[config.mk]
export PLATFORM = sky130hd
export DESIGN_NAME = dsra_port
export DESIGN_NICKNAME = d
export VERILOG_FILES = /design/src/rtl/unused_placeholder_none.sv /design/src/include/dsra_pkg.sv /design/src/rtl/dsra_sync.sv /design/src/rtl/dsra_regs.sv /design/src/rtl/dsra_port.sv
export SDC_FILE = /design/constraint.sdc
export NUM_CORES = 1
export LEC_CHECK = 0
export BUFFER_PORTS_ARGS = -buffer_cell sky130_fd_sc_hd__buf_2
export CAP_MARGIN = 20
export CORE_MARGIN = 2
export CORE_UTILIZATION = 25
export CTS_BUF_LIST = sky130_fd_sc_hd__clkbuf_8 sky130_fd_sc_hd__clkbuf_16
export DETAILED_ROUTE_END_ITERATION = 12
export PLACE_DENSITY_LB_ADDON = 0.08
export SLEW_MARGIN = 20
export SYNTH_ARGS = -nofsm -noshare
export SYNTH_HDL_FRONTEND = slang
export SYNTH_SLANG_ARGS = --single-unit
[constraint.sdc]
create_clock -name sys_clk -period 3.46 [get_ports sys_clk]
set_input_delay 0.346 -clock sys_clk [delete_from_list [all_inputs] [get_ports sys_clk]]
set_output_delay 0.346 -clock sys_clk [all_outputs]
set_load 0.01 [all_outputs]
[src/rtl/unused_placeholder_none.sv]
`default_nettype none
`default_nettype wire

[src/include/dsra_pkg.sv]
`default_nettype none
package dsra_pkg;
	// ****************************************
	// clock and timing
	// ****************************************
	localparam int unsigned SYS_CLK_HZ       = 50_000_000;
	localparam int unsigned SYS_CLK_PERIOD_NS = 1_000_000_000 / SYS_CLK_HZ;
	// shortest level accepted by the anti-spike filter, a least time
	localparam int unsigned SPIKE_NS         = 50;
	localparam int unsigned SPIKE_CYCLES_RAW = (SPIKE_NS + SYS_CLK_PERIOD_NS - 1) / SYS_CLK_PERIOD_NS;
	localparam int unsigned SPIKE_CYCLES     = (SPIKE_CYCLES_RAW < 1) ? 1 : SPIKE_CYCLES_RAW;
	// data hold added after the bus clock falls, a least time
	localparam int unsigned HOLD_NS          = 100;
	localparam int unsigned HOLD_CYCLES_RAW  = (HOLD_NS + SYS_CLK_PERIOD_NS - 1) / SYS_CLK_PERIOD_NS;
	localparam int unsigned HOLD_CYCLES      = (HOLD_CYCLES_RAW < 1) ? 1 : HOLD_CYCLES_RAW;
	localparam logic [3:0]  SPIKE_LAST       = 4'(SPIKE_CYCLES - 1);
	localparam logic [3:0]  HOLD_LAST        = 4'(HOLD_CYCLES - 1);

	// ****************************************
	// framing and addressing
	// ****************************************
	localparam int unsigned IDX_W         = 6;
	localparam int unsigned REG_COUNT     = 64;
	localparam logic [2:0]  BIT_LAST      = 3'h7;
	localparam logic [5:0]  I2C_BASE_ADDR = 6'h2c;
	localparam int unsigned CMD_RW_POS    = 7;
	localparam int unsigned CMD_HOLD_POS  = 6;
	localparam logic [7:0]  REG_RESET_VAL = 8'h00;

	// ****************************************
	// i2c slave states
	// ****************************************
	typedef enum logic [3:0] {
		DSRA_I_IDLE,
		DSRA_I_ADDR,
		DSRA_I_AACK,
		DSRA_I_IDX,
		DSRA_I_IACK,
		DSRA_I_WR,
		DSRA_I_WACK,
		DSRA_I_RD,
		DSRA_I_RACK,
		DSRA_I_RNEXT
	} dsra_i2c_st_t;
endpackage
`default_nettype wire

[src/rtl/dsra_sync.sv]
`default_nettype none
module dsra_sync #(
	parameter int unsigned W = 4
) (
	input  wire logic         sys_clk,
	input  wire logic         srst,
	input  wire logic [W-1:0] async_in,
	output logic      [W-1:0] sync_out
);
	logic [W-1:0] stage1;
	logic [W-1:0] stage2;
	logic [W-1:0] stage3;
	logic [W-1:0] next_sync_out;

	// ****************************************
	// three stage flops plus an output flop per line, accept on agreement
	// ****************************************
	genvar g;
	generate
		for (g = 0; g < W; g++) begin : g_line
			always_comb begin
				next_sync_out[g] = (stage2[g] == stage3[g]) ? stage3[g] : sync_out[g];
			end
		end
	endgenerate

	// register the chain
	always_ff @(posedge sys_clk) begin
		if (srst) begin
			stage1   <= '0;
			stage2   <= '0;
			stage3   <= '0;
			sync_out <= '0;
		end else begin
			stage1   <= async_in;
			stage2   <= stage1;
			stage3   <= stage2;
			sync_out <= next_sync_out;
		end
	end
endmodule // dsra_sync
`default_nettype wire

[src/rtl/dsra_regs.sv]
`default_nettype none
module dsra_regs (
	input  wire logic       sys_clk,
	input  wire logic       srst,
	input  wire logic       wr_en,
	input  wire logic [5:0] wr_index,
	input  wire logic [7:0] wr_data,
	input  wire logic [5:0] rd_index,
	output logic      [7:0] rd_data,
	input  wire logic [5:0] user_index,
	output logic      [7:0] user_data
);
	logic [7:0] mem [dsra_pkg::REG_COUNT];

	// ****************************************
	// shared register set, one serial write port
	// ****************************************
	always_ff @(posedge sys_clk) begin
		if (srst) begin
			for (int i = 0; i < dsra_pkg::REG_COUNT; i++) begin
				mem[i] <= dsra_pkg::REG_RESET_VAL;
			end
			user_data <= dsra_pkg::REG_RESET_VAL;
		end else begin
			if (wr_en) begin
				mem[wr_index] <= wr_data;
			end
			user_data <= mem[user_index];
		end
	end

	// serial read port sees the array directly
	assign rd_data = mem[rd_index];
endmodule // dsra_regs
`default_nettype wire

[src/rtl/dsra_port.sv]
// Notes on behaviour
// chip-select high means I2C, low SPI
// on I2C the block is slave only
// acknowledge only the matching 7-bit address
// address LSB follows the strap pin
// I2C up to high-speed rate
// selectable anti-spike filter and output delay
// SPI three-wire and four-wire, up to 20MHz
// half-duplex select, zero means full-duplex
// host may block I2C on shared bus
// 16 pulses per access, 8 per extra byte
// bits start on clock falling edges
// bit 0 direction, read drives from bit 8
// bit 1 is hold flag or parity
// hold flag one keeps the index
// bits 2-7 hold the register index
// bits 8-15 carry data MSB first
// registers stay accessible in power-down
// one register set behind both ports
// chip-select high releases the data output
// half-duplex drives reads on shared pin
// auto-advance adds one, wraps at 64
`default_nettype none
module dsra_port (
	input  wire logic       sys_clk,
	input  wire logic       srst,
	input  wire logic       chip_select_pin,
	input  wire logic       serial_clock_pin,
	input  wire logic       shared_serial_data_pin_in,
	output logic            shared_serial_data_pin_out,
	output logic            shared_serial_data_pin_oe,
	input  wire logic       data_out_or_address_strap_pin_in,
	output logic            data_out_or_address_strap_pin_out,
	output logic            data_out_or_address_strap_pin_oe,
	input  wire logic       spi_half_duplex,
	input  wire logic       i2c_block,
	input  wire logic       parity_mode,
	input  wire logic       spike_filter_en,
	input  wire logic       hold_delay_en,
	output logic            parity_error,
	input  wire logic [5:0] user_index,
	output logic      [7:0] user_data
);
	// ****************************************
	// pin synchronisers and edge finders
	// ****************************************
	logic [3:0] pins_s;
	logic       cs_s, sclk_s, sdi_s, address_lsb_strap;
	logic       sclk_prev, next_sclk_prev;
	logic       sclk_rise, sclk_fall;
	logic       spi_sel, i2c_sel;

	dsra_sync #(.W(4)) u_sync (
		.sys_clk  (sys_clk),
		.srst     (srst),
		.async_in ({data_out_or_address_strap_pin_in, shared_serial_data_pin_in,
		            serial_clock_pin, chip_select_pin}),
		.sync_out (pins_s)
	);

	assign cs_s              = pins_s[0];
	assign sclk_s            = pins_s[1];
	assign sdi_s             = pins_s[2];
	assign address_lsb_strap = pins_s[3];
	assign spi_sel           = ~cs_s;
	assign i2c_sel           = cs_s & ~i2c_block;
	assign sclk_rise         = sclk_s & ~sclk_prev;
	assign sclk_fall         = ~sclk_s & sclk_prev;

	always_comb begin
		next_sclk_prev = sclk_s;
	end

	// ****************************************
	// anti-spike filter on i2c clock and data
	// ****************************************
	logic [1:0] flt, next_flt, flt_prev, next_flt_prev;
	logic [3:0] spk_cnt [2];
	logic [3:0] next_spk_cnt [2];
	logic [1:0] flt_raw;
	assign flt_raw = {sdi_s, sclk_s};

	genvar g;
	generate
		for (g = 0; g < 2; g++) begin : g_flt
			// a change passes only after it stays for the spike time
			always_comb begin
				next_spk_cnt[g] = 4'h0;
				next_flt[g]     = flt[g];
				if (!spike_filter_en) begin
					next_flt[g] = flt_raw[g];
				end else if (flt_raw[g] != flt[g]) begin
					if (spk_cnt[g] == dsra_pkg::SPIKE_LAST) begin
						next_flt[g] = flt_raw[g];
					end else begin
						next_spk_cnt[g] = spk_cnt[g] + 4'h1;
					end
				end
			end
		end
	endgenerate

	always_comb begin
		next_flt_prev = flt;
	end

	logic scl_f, sda_f, scl_rise_f, scl_fall_f, i2c_start, i2c_stop;
	assign scl_f      = flt[0];
	assign sda_f      = flt[1];
	assign scl_rise_f = scl_f & ~flt_prev[0];
	assign scl_fall_f = ~scl_f & flt_prev[0];
	assign i2c_start  = i2c_sel & scl_f & flt_prev[0] & flt_prev[1] & ~sda_f;
	assign i2c_stop   = i2c_sel & scl_f & flt_prev[0] & ~flt_prev[1] & sda_f;

	// ****************************************
	// shared register set
	// ****************************************
	logic       reg_we;
	logic [5:0] s_idx, i_idx;
	logic [5:0] reg_widx, reg_ridx;
	logic [7:0] reg_wdata, reg_rdata;
	logic       spi_we, i2c_we;
	logic [7:0] spi_wdata, i2c_wdata;

	// both ports write and read the same array, in any power mode
	assign reg_we    = spi_we | i2c_we;
	assign reg_widx  = spi_sel ? s_idx : i_idx;
	assign reg_wdata = spi_sel ? spi_wdata : i2c_wdata;
	assign reg_ridx  = spi_sel ? s_idx : i_idx;

	dsra_regs u_regs (
		.sys_clk    (sys_clk),
		.srst       (srst),
		.wr_en      (reg_we),
		.wr_index   (reg_widx),
		.wr_data    (reg_wdata),
		.rd_index   (reg_ridx),
		.rd_data    (reg_rdata),
		.user_index (user_index),
		.user_data  (user_data)
	);

	// ****************************************
	// spi slave
	// ****************************************
	logic       s_started, s_data, s_rw, s_hold, s_perr, s_rd_drv;
	logic [2:0] s_pos;
	logic [7:0] s_rx, s_tx;
	logic       next_s_started, next_s_data, next_s_rw, next_s_hold, next_s_perr, next_s_rd_drv;
	logic [2:0] next_s_pos;
	logic [7:0] next_s_rx, next_s_tx;
	logic [5:0] next_s_idx;
	logic [7:0] s_byte;

	assign s_byte = {s_rx[6:0], sdi_s};

	// falling edge starts a bit, rising edge samples it
	always_comb begin
		next_s_started = s_started;
		next_s_data    = s_data;
		next_s_rw      = s_rw;
		next_s_hold    = s_hold;
		next_s_perr    = s_perr;
		next_s_rd_drv  = s_rd_drv;
		next_s_pos     = s_pos;
		next_s_rx      = s_rx;
		next_s_tx      = s_tx;
		next_s_idx     = s_idx;
		spi_we         = 1'b0;
		spi_wdata      = s_byte;
		if (!spi_sel) begin
			next_s_started = 1'b0;
			next_s_data    = 1'b0;
			next_s_pos     = 3'h0;
			next_s_rd_drv  = 1'b0;
			next_s_tx      = 8'h00;
		end else begin
			if (sclk_fall) begin
				next_s_started = 1'b1;
				if (s_data && s_rw) begin
					next_s_rd_drv = 1'b1;
					if (s_pos == 3'h0) begin
						next_s_tx = s_perr ? 8'h00 : reg_rdata;
					end else begin
						next_s_tx = {s_tx[6:0], 1'b0};
					end
				end
			end
			if (sclk_rise && s_started) begin
				next_s_rx  = s_byte;
				next_s_pos = s_pos + 3'h1;
				if (s_pos == dsra_pkg::BIT_LAST) begin
					if (!s_data) begin
						next_s_data = 1'b1;
						next_s_rw   = s_byte[dsra_pkg::CMD_RW_POS];
						next_s_hold = ~parity_mode & s_byte[dsra_pkg::CMD_HOLD_POS];
						next_s_perr = parity_mode & ~(^s_byte[6:0]);
						next_s_idx  = s_byte[5:0];
					end else begin
						spi_we = ~s_rw & ~s_perr;
						if (!s_hold) begin
							next_s_idx = s_idx + 6'h01;
						end
					end
				end
			end
		end
	end

	// ****************************************
	// i2c slave
	// ****************************************
	dsra_pkg::dsra_i2c_st_t i_st, next_i_st;
	logic [2:0] i_cnt, next_i_cnt;
	logic [7:0] i_sh, next_i_sh;
	logic [5:0] next_i_idx;
	logic       i_rw, next_i_rw, i_want, next_i_want;
	logic [7:0] i_byte;

	assign i_byte    = {i_sh[6:0], sda_f};
	assign i2c_wdata = i_byte;

	// only ever answers, never drives the clock
	always_comb begin
		next_i_st   = i_st;
		next_i_cnt  = i_cnt;
		next_i_sh   = i_sh;
		next_i_idx  = i_idx;
		next_i_rw   = i_rw;
		next_i_want = i_want;
		i2c_we      = 1'b0;
		if (!i2c_sel || i2c_stop) begin
			next_i_st   = dsra_pkg::DSRA_I_IDLE;
			next_i_want = 1'b0;
		end else if (i2c_start) begin
			next_i_st   = dsra_pkg::DSRA_I_ADDR;
			next_i_cnt  = 3'h0;
			next_i_want = 1'b0;
		end else if (scl_rise_f) begin
			case (i_st)
				dsra_pkg::DSRA_I_ADDR, dsra_pkg::DSRA_I_IDX, dsra_pkg::DSRA_I_WR: begin
					next_i_sh  = i_byte;
					next_i_cnt = i_cnt + 3'h1;
					if (i_cnt == dsra_pkg::BIT_LAST) begin
						if (i_st == dsra_pkg::DSRA_I_ADDR) begin
							if (i_byte[7:1] == {dsra_pkg::I2C_BASE_ADDR, address_lsb_strap}) begin
								next_i_rw = i_byte[0];
								next_i_st = dsra_pkg::DSRA_I_AACK;
							end else begin
								next_i_st = dsra_pkg::DSRA_I_IDLE;
							end
						end else if (i_st == dsra_pkg::DSRA_I_IDX) begin
							next_i_idx = i_byte[5:0];
							next_i_st  = dsra_pkg::DSRA_I_IACK;
						end else begin
							i2c_we     = 1'b1;
							next_i_idx = i_idx + 6'h01;
							next_i_st  = dsra_pkg::DSRA_I_WACK;
						end
					end
				end
				dsra_pkg::DSRA_I_RD: begin
					next_i_cnt = i_cnt + 3'h1;
					if (i_cnt == dsra_pkg::BIT_LAST) begin
						next_i_idx = i_idx + 6'h01;
						next_i_st  = dsra_pkg::DSRA_I_RACK;
					end
				end
				dsra_pkg::DSRA_I_RACK: begin
					next_i_st = sda_f ? dsra_pkg::DSRA_I_IDLE : dsra_pkg::DSRA_I_RNEXT;
				end
				default: begin
					next_i_st = i_st;
				end
			endcase
		end else if (scl_fall_f) begin
			case (i_st)
				dsra_pkg::DSRA_I_AACK, dsra_pkg::DSRA_I_IACK, dsra_pkg::DSRA_I_WACK: begin
					next_i_cnt = 3'h0;
					if (!i_want) begin
						next_i_want = 1'b1;
					end else if (i_st == dsra_pkg::DSRA_I_AACK && i_rw) begin
						next_i_sh   = reg_rdata;
						next_i_want = ~reg_rdata[7];
						next_i_st   = dsra_pkg::DSRA_I_RD;
					end else begin
						next_i_want = 1'b0;
						next_i_st   = (i_st == dsra_pkg::DSRA_I_AACK) ? dsra_pkg::DSRA_I_IDX : dsra_pkg::DSRA_I_WR;
					end
				end
				dsra_pkg::DSRA_I_RD: begin
					next_i_sh   = {i_sh[6:0], 1'b0};
					next_i_want = ~i_sh[6];
				end
				dsra_pkg::DSRA_I_RACK: begin
					next_i_want = 1'b0;
				end
				dsra_pkg::DSRA_I_RNEXT: begin
					next_i_cnt  = 3'h0;
					next_i_sh   = reg_rdata;
					next_i_want = ~reg_rdata[7];
					next_i_st   = dsra_pkg::DSRA_I_RD;
				end
				default: begin
					next_i_st = i_st;
				end
			endcase
		end
	end

	// ****************************************
	// i2c data output delay for hold time
	// ****************************************
	logic       i_oe, next_i_oe;
	logic [3:0] hold_cnt, next_hold_cnt;

	always_comb begin
		next_i_oe     = i_oe;
		next_hold_cnt = 4'h0;
		if (i_want != i_oe) begin
			if (!hold_delay_en || hold_cnt == dsra_pkg::HOLD_LAST) begin
				next_i_oe = i_want;
			end else begin
				next_hold_cnt = hold_cnt + 4'h1;
			end
		end
	end

	// ****************************************
	// registers
	// ****************************************
	always_ff @(posedge sys_clk) begin
		if (srst) begin
			sclk_prev  <= 1'b0; // matches synchroniser reset, no false fall
			flt        <= 2'h3;
			flt_prev   <= 2'h3;
			spk_cnt[0] <= 4'h0;
			spk_cnt[1] <= 4'h0;
			s_started  <= 1'b0;
			s_data     <= 1'b0;
			s_rw       <= 1'b0;
			s_hold     <= 1'b0;
			s_perr     <= 1'b0;
			s_rd_drv   <= 1'b0;
			s_pos      <= 3'h0;
			s_rx       <= 8'h00;
			s_tx       <= 8'h00;
			s_idx      <= 6'h00;
			i_st       <= dsra_pkg::DSRA_I_IDLE;
			i_cnt      <= 3'h0;
			i_sh       <= 8'h00;
			i_idx      <= 6'h00;
			i_rw       <= 1'b0;
			i_want     <= 1'b0;
			i_oe       <= 1'b0;
			hold_cnt   <= 4'h0;
		end else begin
			sclk_prev  <= next_sclk_prev;
			flt        <= next_flt;
			flt_prev   <= next_flt_prev;
			spk_cnt[0] <= next_spk_cnt[0];
			spk_cnt[1] <= next_spk_cnt[1];
			s_started  <= next_s_started;
			s_data     <= next_s_data;
			s_rw       <= next_s_rw;
			s_hold     <= next_s_hold;
			s_perr     <= next_s_perr;
			s_rd_drv   <= next_s_rd_drv;
			s_pos      <= next_s_pos;
			s_rx       <= next_s_rx;
			s_tx       <= next_s_tx;
			s_idx      <= next_s_idx;
			i_st       <= next_i_st;
			i_cnt      <= next_i_cnt;
			i_sh       <= next_i_sh;
			i_idx      <= next_i_idx;
			i_rw       <= next_i_rw;
			i_want     <= next_i_want;
			i_oe       <= next_i_oe;
			hold_cnt   <= next_hold_cnt;
		end
	end

	// ****************************************
	// pin drivers
	// ****************************************
	// four-wire reads use the separate pin, three-wire the shared one
	assign data_out_or_address_strap_pin_oe  = spi_sel & ~spi_half_duplex;
	assign data_out_or_address_strap_pin_out = s_rd_drv & s_tx[7];
	assign shared_serial_data_pin_oe  = spi_sel ? (spi_half_duplex & s_rd_drv) : (i2c_sel & i_oe);
	assign shared_serial_data_pin_out = spi_sel & s_tx[7];
	assign parity_error               = s_perr;
endmodule // dsra_port
`default_nettype wire

==> flow_metrics.tcl, run 1 <==
set metrics [dict create \
    grt.overflow.total 0 \
    grt_max_degree 65 \
    synth_area_leaders "edfxtp_1, mux4_2, nor2_1" \
    synthMuxAreaShare 0.1502 \
    cts_max_level 3 \
    slowest_delay_ps 520 \
    crit_required_ps 4000 \
    ant_nets 0 \
    wl_per_cell_um 31.22 \
    synth_compound_area_frac 0.1007 \
    path_class "flop to flop" \
    die_y_um 355.1 \
    hold_violations 0 \
    ys_ff_latch 606 \
    core_sq_um 122000 \
    drt_iter0_drc 2979 \
    cts_tree "yes" \
    worstHoldStart "u_sync.stage1[2]" \
    grt_first_pass_wirelength_um 191800 \
    synth_warnings 0 \
    rsz0062_at_grt "false" \
    grt_usage 0.2163 \
    syn_nets 2591 \
    drcViolationCount 0 \
    synth_cell_types 87 \
    synth_fa_ha_area_frac 0.006089 \
    syn_area_sq_um 30820 \
    clkSinkCount 606 \
    place_ws_ps -143.5 \
    setup_viol 0 \
    postLayoutCoreUtil 0.3081 \
    io_buffer_count 29 \
    fmax_mhz 294.4 \
    layout_setup_ws_ps 62.76 \
    wl_um 138000 \
    fp.dieW_um 355.1 \
    syn_inst 2559 \
    drt-pass1-iter-count 8 \
    num_rows 128 \
    synth_edf_count 512 \
    crit_arrival_ps 3940 \
    worst_r2r_path_depth 12 \
    clock_latency_ps 660 \
    clk_path_buf_depth 3 \
    syn_to_final_growth_pct 21.99 \
    viasPerCell 5.420 \
    async_reset_ff_frac 0 \
    yosysTopAreaCell "edfxtp_1" \
    seq_area_frac_synth 0.5599 \
    start_util 0.2526 \
    slew_headroom 0.3229 \
    r2r-start "u_sync.sync_out[0]" \
    start_kind "flop" \
    dp_hpwl_um 97860 \
    synth-xor-area-share 0.005399 \
    hp-class "flop to flop" \
    synth_top_family_by_area "multiplexers" \
    crit_start "u_sync.sync_out[0]" \
    yosys.area_share.simple 0.1461 \
    cap_violations 0 \
    cts_root_buf "clkbuf_16" \
    fin_cells 4421 \
    first_global_vias 23400 \
    min_path_cells 1 \
    maxSlewViolCount 0 \
    dp.cells 4266 \
    dr_total_vias 23960 \
    skew_ps 28.19 \
    die_area_sq_um 126100 \
    synth_ff_type "edfxtp_1" \
    peakVddDrop_mv 0.3385 \
    place_congestion 0.9065 \
    crit_chain "buf_12, buf_4, or4b_2, nand2_2, buf_4, a222oi_1, nand4b_1, a22o_1, nor4b_2, buf_4, nand2_1, a31o_1" \
    p_per_area_nw_per_um2 483.5 \
    leakage_nw 11.89 \
    tightest_slew_ps 1012 \
    antenna_found_initial 7 \
    mostFrequentLayoutCell "nor2_1" \
    critPathSlowestCell "dfxtp_4" \
    numCtsBuffers 76 \
    drive_above_1_share 0.2487 \
    crit_fanout 19 \
    period_share 0.9819 \
    outcome "finished, final reports clean" \
    syn_avg_cell_area_sq_um 12.04 \
    final_cell_mix "nor2_1, edfxtp_1, buf_4, nand2_1, mux4_2" \
    end_kind "flop" \
    synth_top_area_frac 0.4988 \
    min_period_ps 3397 \
    clk_pin_slew_worst_paths_ps 60 \
    io_pins 30 \
    finalNetCount 2765 \
    crit_top_cell "buf_4" \
]
==> cell usage after synthesis, types with 8 or more instances <==
cell type,number
a21oi_1,81
mux4_2,169
o211ai_1,8
nand2b_1,77
xnor2_1,13
nand4_1,11
nor2_1,585
a31oi_1,8
inv_1,18
a222oi_1,28
nor3_1,20
nand2_2,8
edfxtp_1,512
nor2b_1,29
o22ai_1,12
mux2i_1,32
buf_2,43
a22o_1,9
and2_1,8
nand3_1,38
ha_1,15
a211oi_1,15
buf_6,9
dfxtp_1,94
a22oi_1,124
a221oi_1,24
o21ai_0,41
mux2_2,32
nand2_1,188
clkbuf_1,133
buf_1,14
==> path summary, 6_finish.rpt <==
check | slack (ps) | end
worst max-delay path | 60 | i_sh[3]
worst min-delay path | 440 | u_sync.stage2[2]
worst max register to register | 60 | i_sh[3]
worst min register to register | 440 | u_sync.stage2[2]
==> cell type report <==
class | count | area [sq um]
fill | 12370 | 84440
timing repair buffer | 300 | 2775
clock inverter | 54 | 515.5
clock buffer | 86 | 2085
sequential | 606 | 17260
tap | 1625 | 2033
antenna | 1 | 2.502
inverter | 18 | 67.56
multi-input combinational | 1731 | 12860
==> flip-flops by register name, summed over array words and instances (netlist names), 3 cells and up <==
name,cells
u_regs.mem,512
i_sh,7
u_sync.stage1,4
u_sync.stage3,4
hold_cnt,4
i_idx,6
s_rx,7
s_idx,6
u_sync.stage2,4
i_cnt,3
s_pos,3
i_st,4
s_tx,8
spk_cnt,8
u_sync.sync_out,4
u_regs.user_data,8
==> per-stage QoR <==
stage	power, mW	area, sq um	TNS [ps]	hold slack (ps)
6_report	18.18	37600	0	438.2
5_1_grt	18.71	37600	0	450.7
4_1_cts	18.36	37510	0	398.0
3_5_place_dp	9.915	34790	-425.2	427.0
3_3_place_gp	9.920	34790	-238.1	422.5
2_1_floorplan	9.207	30820	0	413.8
==> kinds of logic after synthesis <==
kind of cell	after synthesis
compound gates	429
xor+xnor	19
fa+ha+maj	15
buf+inv	222
flops	606
mux	243
simple gates	1025
==> worst max-delay path: cells and delay by family (launching register included) <==
family	cells	cell delay, ps
simple gates	5	1010
compound gates	3	900
buf+inv	4	860
flops	1	520
==> metal layers <==
metal	routed length (um)	GRT usage	vias to the layer above
met3	10830	0.04236	213
li1	-	-	10030
met1	58810	0.2937	12450
met2	63890	0.3471	1270
met4	4480	0.06703	4
met5	24	0	-
==> what timing repair did <==
| item | 4_1_cts | 5_1_grt |
|---|---|---|
| pin swaps | 0 | 1 |
| endpoints found under the hold margin | 10 | 0 |
| gates resized for setup | 4 | 14 |
| hold buffers | 9 | 0 |
| setup endpoints to repair | 6 | 75 |
| setup buffers | 2 | 3 |
==> where the power goes <==
| group | internal (mW) | switching (mW) | total, mW | leakage, nW |
|---|---|---|---|---|
| registers | 8.24 | 0.312 | 8.55 | 5.62 |
| clock network | 5.00 | 3.38 | 8.38 | 1.32 |
| logic | 0.564 | 0.684 | 1.25 | 4.95 |
Note: power is estimated with default switching activity, not from simulation.
==> inputs of run 2 (changes only) <==
- CTS_BUF_LIST: sky130_fd_sc_hd__clkbuf_8 sky130_fd_sc_hd__clkbuf_16 -> default
==> run 2 against run 1 <==
  * Global-route usage unchanged
  * Die area unchanged
  * Setup slack worse by 38 ps
  * Routed wire length about the same
  * Fmax down 1.1%
  * Sequential power about the same
  * Clock-buffer cell count up 7
  * Clock skew down 1.4 ps
  * Largest power group unchanged
==> flow_metrics.tcl, run 2 (same netlist as run 1, synthesis figures left out) <==
set metrics [dict create \
    peakVddDrop_mv 0.3374 \
    first_global_vias 23400 \
    clock_latency_ps 660 \
    clk_pin_slew_worst_paths_ps 60 \
    top_register "u_regs.mem" \
    place_congestion 0.9065 \
    largest_reg_flops 512 \
    path_class "flop to flop" \
    die_y_um 355.1 \
    end_kind "flop" \
    drt_iter0_drc 2940 \
    dr_total_vias 24030 \
    grt_usage 0.2163 \
    leakage_nw 11.86 \
    start_util 0.2526 \
    p_per_area_nw_per_um2 484.3 \
    clkSinkCount 606 \
    ant_nets 0 \
    cts_tree "yes" \
    cts_max_level 3 \
    design_area_sq_um 37600 \
    antenna_found_initial 7 \
    skew_ps 26.84 \
    tns_ps 0 \
    crit_arrival_ps 3980 \
    hp-class "flop to flop" \
    syn_to_final_growth_pct 21.99 \
    period_share 0.9930 \
    wl_um 138100 \
    cap_violations 0 \
    clk_path_buf_depth 3 \
    fmax_mhz 291.1 \
    tightest_slew_ps 1022 \
    mostFrequentLayoutCell "nor2_1" \
    slew_headroom 0.3112 \
    num_rows 128 \
    crit_fanout 19 \
    core_sq_um 122000 \
    drt-pass1-iter-count 6 \
    finalNetCount 2765 \
    hold_violations 0 \
    io_buffer_count 29 \
    grt_max_degree 65 \
    hold-worst-slack_ps 438.2 \
    grt_first_pass_wirelength_um 191800 \
    maxSlewViolCount 0 \
    rsz0062_at_grt "false" \
    fp.dieW_um 355.1 \
    drcViolationCount 0 \
    outcome "finished, final reports clean" \
    place_area_sq_um 34790 \
    dp_hpwl_um 97860 \
    grt.overflow.total 0 \
    start_kind "flop" \
    viasPerCell 5.434 \
    setup_viol 0 \
    final_cell_mix "nor2_1, edfxtp_1, buf_4, nand2_1, mux4_2" \
    cts_root_buf "clkbuf_16" \
    wl_per_cell_um 31.24 \
    min_period_ps 3436 \
    io_pins 30 \
    die_area_sq_um 126100 \
    drive_above_1_share 0.2487 \
    numCtsBuffers 76 \
    crit_required_ps 4000 \
]
## run 2: changes by cell type in the layout (fill, tap and decap cells not counted)
cell and change:
clkbuf_1 +7, diode_2 +1, inv_1 -7
## run 2: metal layers
layer / share of wire / GRT usage
met1: 0.43 / 0.2938
met2: 0.46 / 0.3471
met3: 0.078 / 0.04236
met4: 0.033 / 0.06703
met5: 0.00017 / 0
## run 2: cell type report
type	count	area, sq um
Antenna cell	2	5.005
Clock buffer	93	2111
Clock inverter	47	489.2
Fill cell	12370	84440
Inverter	18	67.56
Multi-Input combinational cell	1731	12860
Sequential cell	606	17260
Tap cell	1625	2033
Timing Repair Buffer	300	2775
## run 2: final timing paths
check | depth (start not counted) | end | slack [ps] | startpoint
hold reg to reg | 1 | u_sync.stage2[2] | 440 | u_sync.stage1[2]
hold / removal | 1 | u_sync.stage2[2] | 440 | u_sync.stage1[2]
setup / recovery | 12 | i_sh[3] | 20 | u_sync.sync_out[0]
setup reg to reg | 12 | i_sh[3] | 20 | u_sync.sync_out[0]
## run 2: timing repair
action                                  in CTS  in global routing
hold buffers                                 9                  0
endpoints found under the setup margin       6                 75
resized for setup                            4                 14
endpoints found under the hold margin       10                  0
pin swaps                                    0                  1
buffers inserted                             2                  3
## run 2: power by group
part	total (mW)	switching, mW	internal [mW]
clock network	8.41	3.39	5.02
registers	8.55	0.312	8.24
logic	1.25	0.684	0.564
## run 2: worst max-delay path: stages (launching register included)
cell      delay, ps
dfxtp_4         520
buf_12          200
buf_4           200
or4b_2          180
nand2_2         170
buf_4           250
a222oi_1        360
nand4b_1        330
a22o_1          320
nor4b_2         300
buf_4           200
nand2_1          60
a31o_1          220
## run 2: through the flow
step	power, mW	utilization	instances	setup slack (ps)
global placement	9.920	0.2850	4266	-127.7
floorplan	9.207	-	2559	629.8
finish	18.21	0.3081	4422	24.30
detailed placement	9.915	0.2850	4266	-143.5
CTS	18.38	0.3074	4417	21.93
global route	18.73	0.3081	4420	1.056
==> inputs of run 3 (changes only) <==
- CORE_ASPECT_RATIO: default -> 0.9
- MAX_ROUTING_LAYER: default -> met4
==> run 3 against run 2 <==
  * Combinational power grew 4%
  * Routed wire length grew 1.2%
  * Final cell count grew 1.1%
  * Critical path depth is the same
  * Sequential cell count is the same
  * Sequential power is essentially flat
  * Register-to-register slack gained 60 ps
  * Setup slack gained 57 ps
  * Critical endpoint is now s_tx[3]
  * Highest routed layer is now met4
==> flow_metrics.tcl, run 3 (same netlist as run 1, synthesis figures left out) <==
set metrics [dict create \
    antenna_found_initial 10 \
    dr_total_vias 24240 \
    period_share 0.9764 \
    maxSlewViolCount 0 \
    routedLengthMet1_um 65260 \
    tightest_slew_ps 1013 \
    met2_length_um 60620 \
    end_kind "flop" \
    clock_latency_ps 680 \
    start_util 0.2515 \
    slew_headroom 0.3220 \
    dp.cells 4323 \
    fin_cells 4472 \
    finalPower_mw 17.88 \
    first_global_vias 23370 \
    core_sq_um 122600 \
    start_kind "flop" \
    clk_pin_slew_worst_paths_ps 60 \
    crit_fanout 14 \
    leakage_nw 12.17 \
    fp.dieW_um 374.1 \
    hp-class "input pin to flop" \
    final_cell_mix "nor2_1, edfxtp_1, buf_4, nand2_1, mux4_2" \
    drt-pass1-iter-count 6 \
    place_ws_ps -362.9 \
    place_congestion 0.9211 \
    die_y_um 337.1 \
    clk_path_buf_depth 3 \
    layout_setup_ws_ps 81.59 \
    num_rows 122 \
    min_period_ps 3378 \
    route.met3.wl_um 10770 \
    crit_arrival_ps 3940 \
    drcViolationCount 0 \
    largest_reg_flops 512 \
    setup_viol 0 \
    rsz0062_at_grt "false" \
    cts_tree "yes" \
    design_area_sq_um 38030 \
    drive_above_1_share 0.2578 \
    outcome "finished, final reports clean" \
    io_buffer_count 29 \
    grt.overflow.total 0 \
    cts_max_level 3 \
    tns_ps 0 \
    die_area_sq_um 126100 \
    grt_usage 0.2266 \
    wl_per_cell_um 31.26 \
    syn_to_final_growth_pct 23.38 \
    numCtsBuffers 74 \
    grt_first_pass_wirelength_um 194700 \
    peakVddDrop_mv 0.3233 \
    crit_required_ps 4020 \
    hold_violations 0 \
    wl_um 139800 \
    skew_ps 24.02 \
    clkSinkCount 606 \
    ant_nets 0 \
    place_area_sq_um 35470 \
    finalNetCount 2829 \
    cts_root_buf "clkbuf_16" \
    path_class "flop to flop" \
    postLayoutCoreUtil 0.3103 \
    fmax_mhz 296.0 \
    io_pins 30 \
    viasPerCell 5.419 \
    hold-worst-slack_ps 165.8 \
    cap_violations 0 \
    p_per_area_nw_per_um2 470.1 \
    topRoutingLayerUsed "met4" \
    dp_hpwl_um 100400 \
    grt_max_degree 65 \
    mostFrequentLayoutCell "nor2_1" \
    drt_iter0_drc 3127 \
    top_register "u_regs.mem" \
]
-- run 3: changes by cell type in the layout (fill, tap and decap cells not counted), sizes merged, moves of 3 or more --
cell and change:
buf +67, clkbuf +10, clkinv -9, bufinv -4
diode +3, inv -3
-- run 3: final timing paths --
path / depth (start not counted) / slack, ps / from / endpoint
max reg2reg: 12 / 80 / u_sync.sync_out[0] / s_tx[3]
min: 4 / 170 / srst / i_st[3]
max: 12 / 80 / u_sync.sync_out[0] / s_tx[3]
min reg2reg: 2 / 440 / u_sync.stage3[3] / u_sync.sync_out[3]
-- run 3: cell type report --
type                            count  area [sq um]
Antenna cell                        5         12.51
Clock buffer                      103          2148
Clock inverter                     31         285.3
Fill cell                       12370         84550
Inverter                           18         67.56
Multi-Input combinational cell   1731         12810
Sequential cell                   606         17260
Tap cell                         1612          2017
Timing Repair Buffer              366          3427
-- run 3: repair_timing --
action,4_1_cts,5_1_grt
hold endpoints to repair,9,0
setup buffers,0,2
resized for setup,3,3
hold buffers,8,0
setup endpoints to repair,4,38
pin swaps,0,1
-- run 3: report_power, final --
part | total [mW] | leakage [nW] | switching (mW) | internal (mW)
Combinational | 1.30 | 5.35 | 0.700 | 0.603
Sequential | 8.55 | 5.62 | 0.312 | 8.24
Clock | 8.02 | 1.19 | 3.32 | 4.70
Total | 17.9 | 12.2 | 4.33 | 13.5
-- run 3: worst max-delay path, cell delays in order, from the launching register on --
cell      delay [ps]
dfxtp_4          520
mux2i_4          300
buf_4            220
buf_4            320
nor2_1           230
buf_12           210
a22oi_1          150
o221ai_1         160
a21oi_2          380
nor4b_2          290
buf_4            160
nand2_1           70
a32o_1           200
-- run 3: layer usage --
metal / vias to the layer above / global-route usage
met1: 12650 / 0.3254
met3: 185 / 0.04110
met5: - / -
met2: 1231 / 0.3303
li1: 10170 / -
met4: 0 / 0.05220
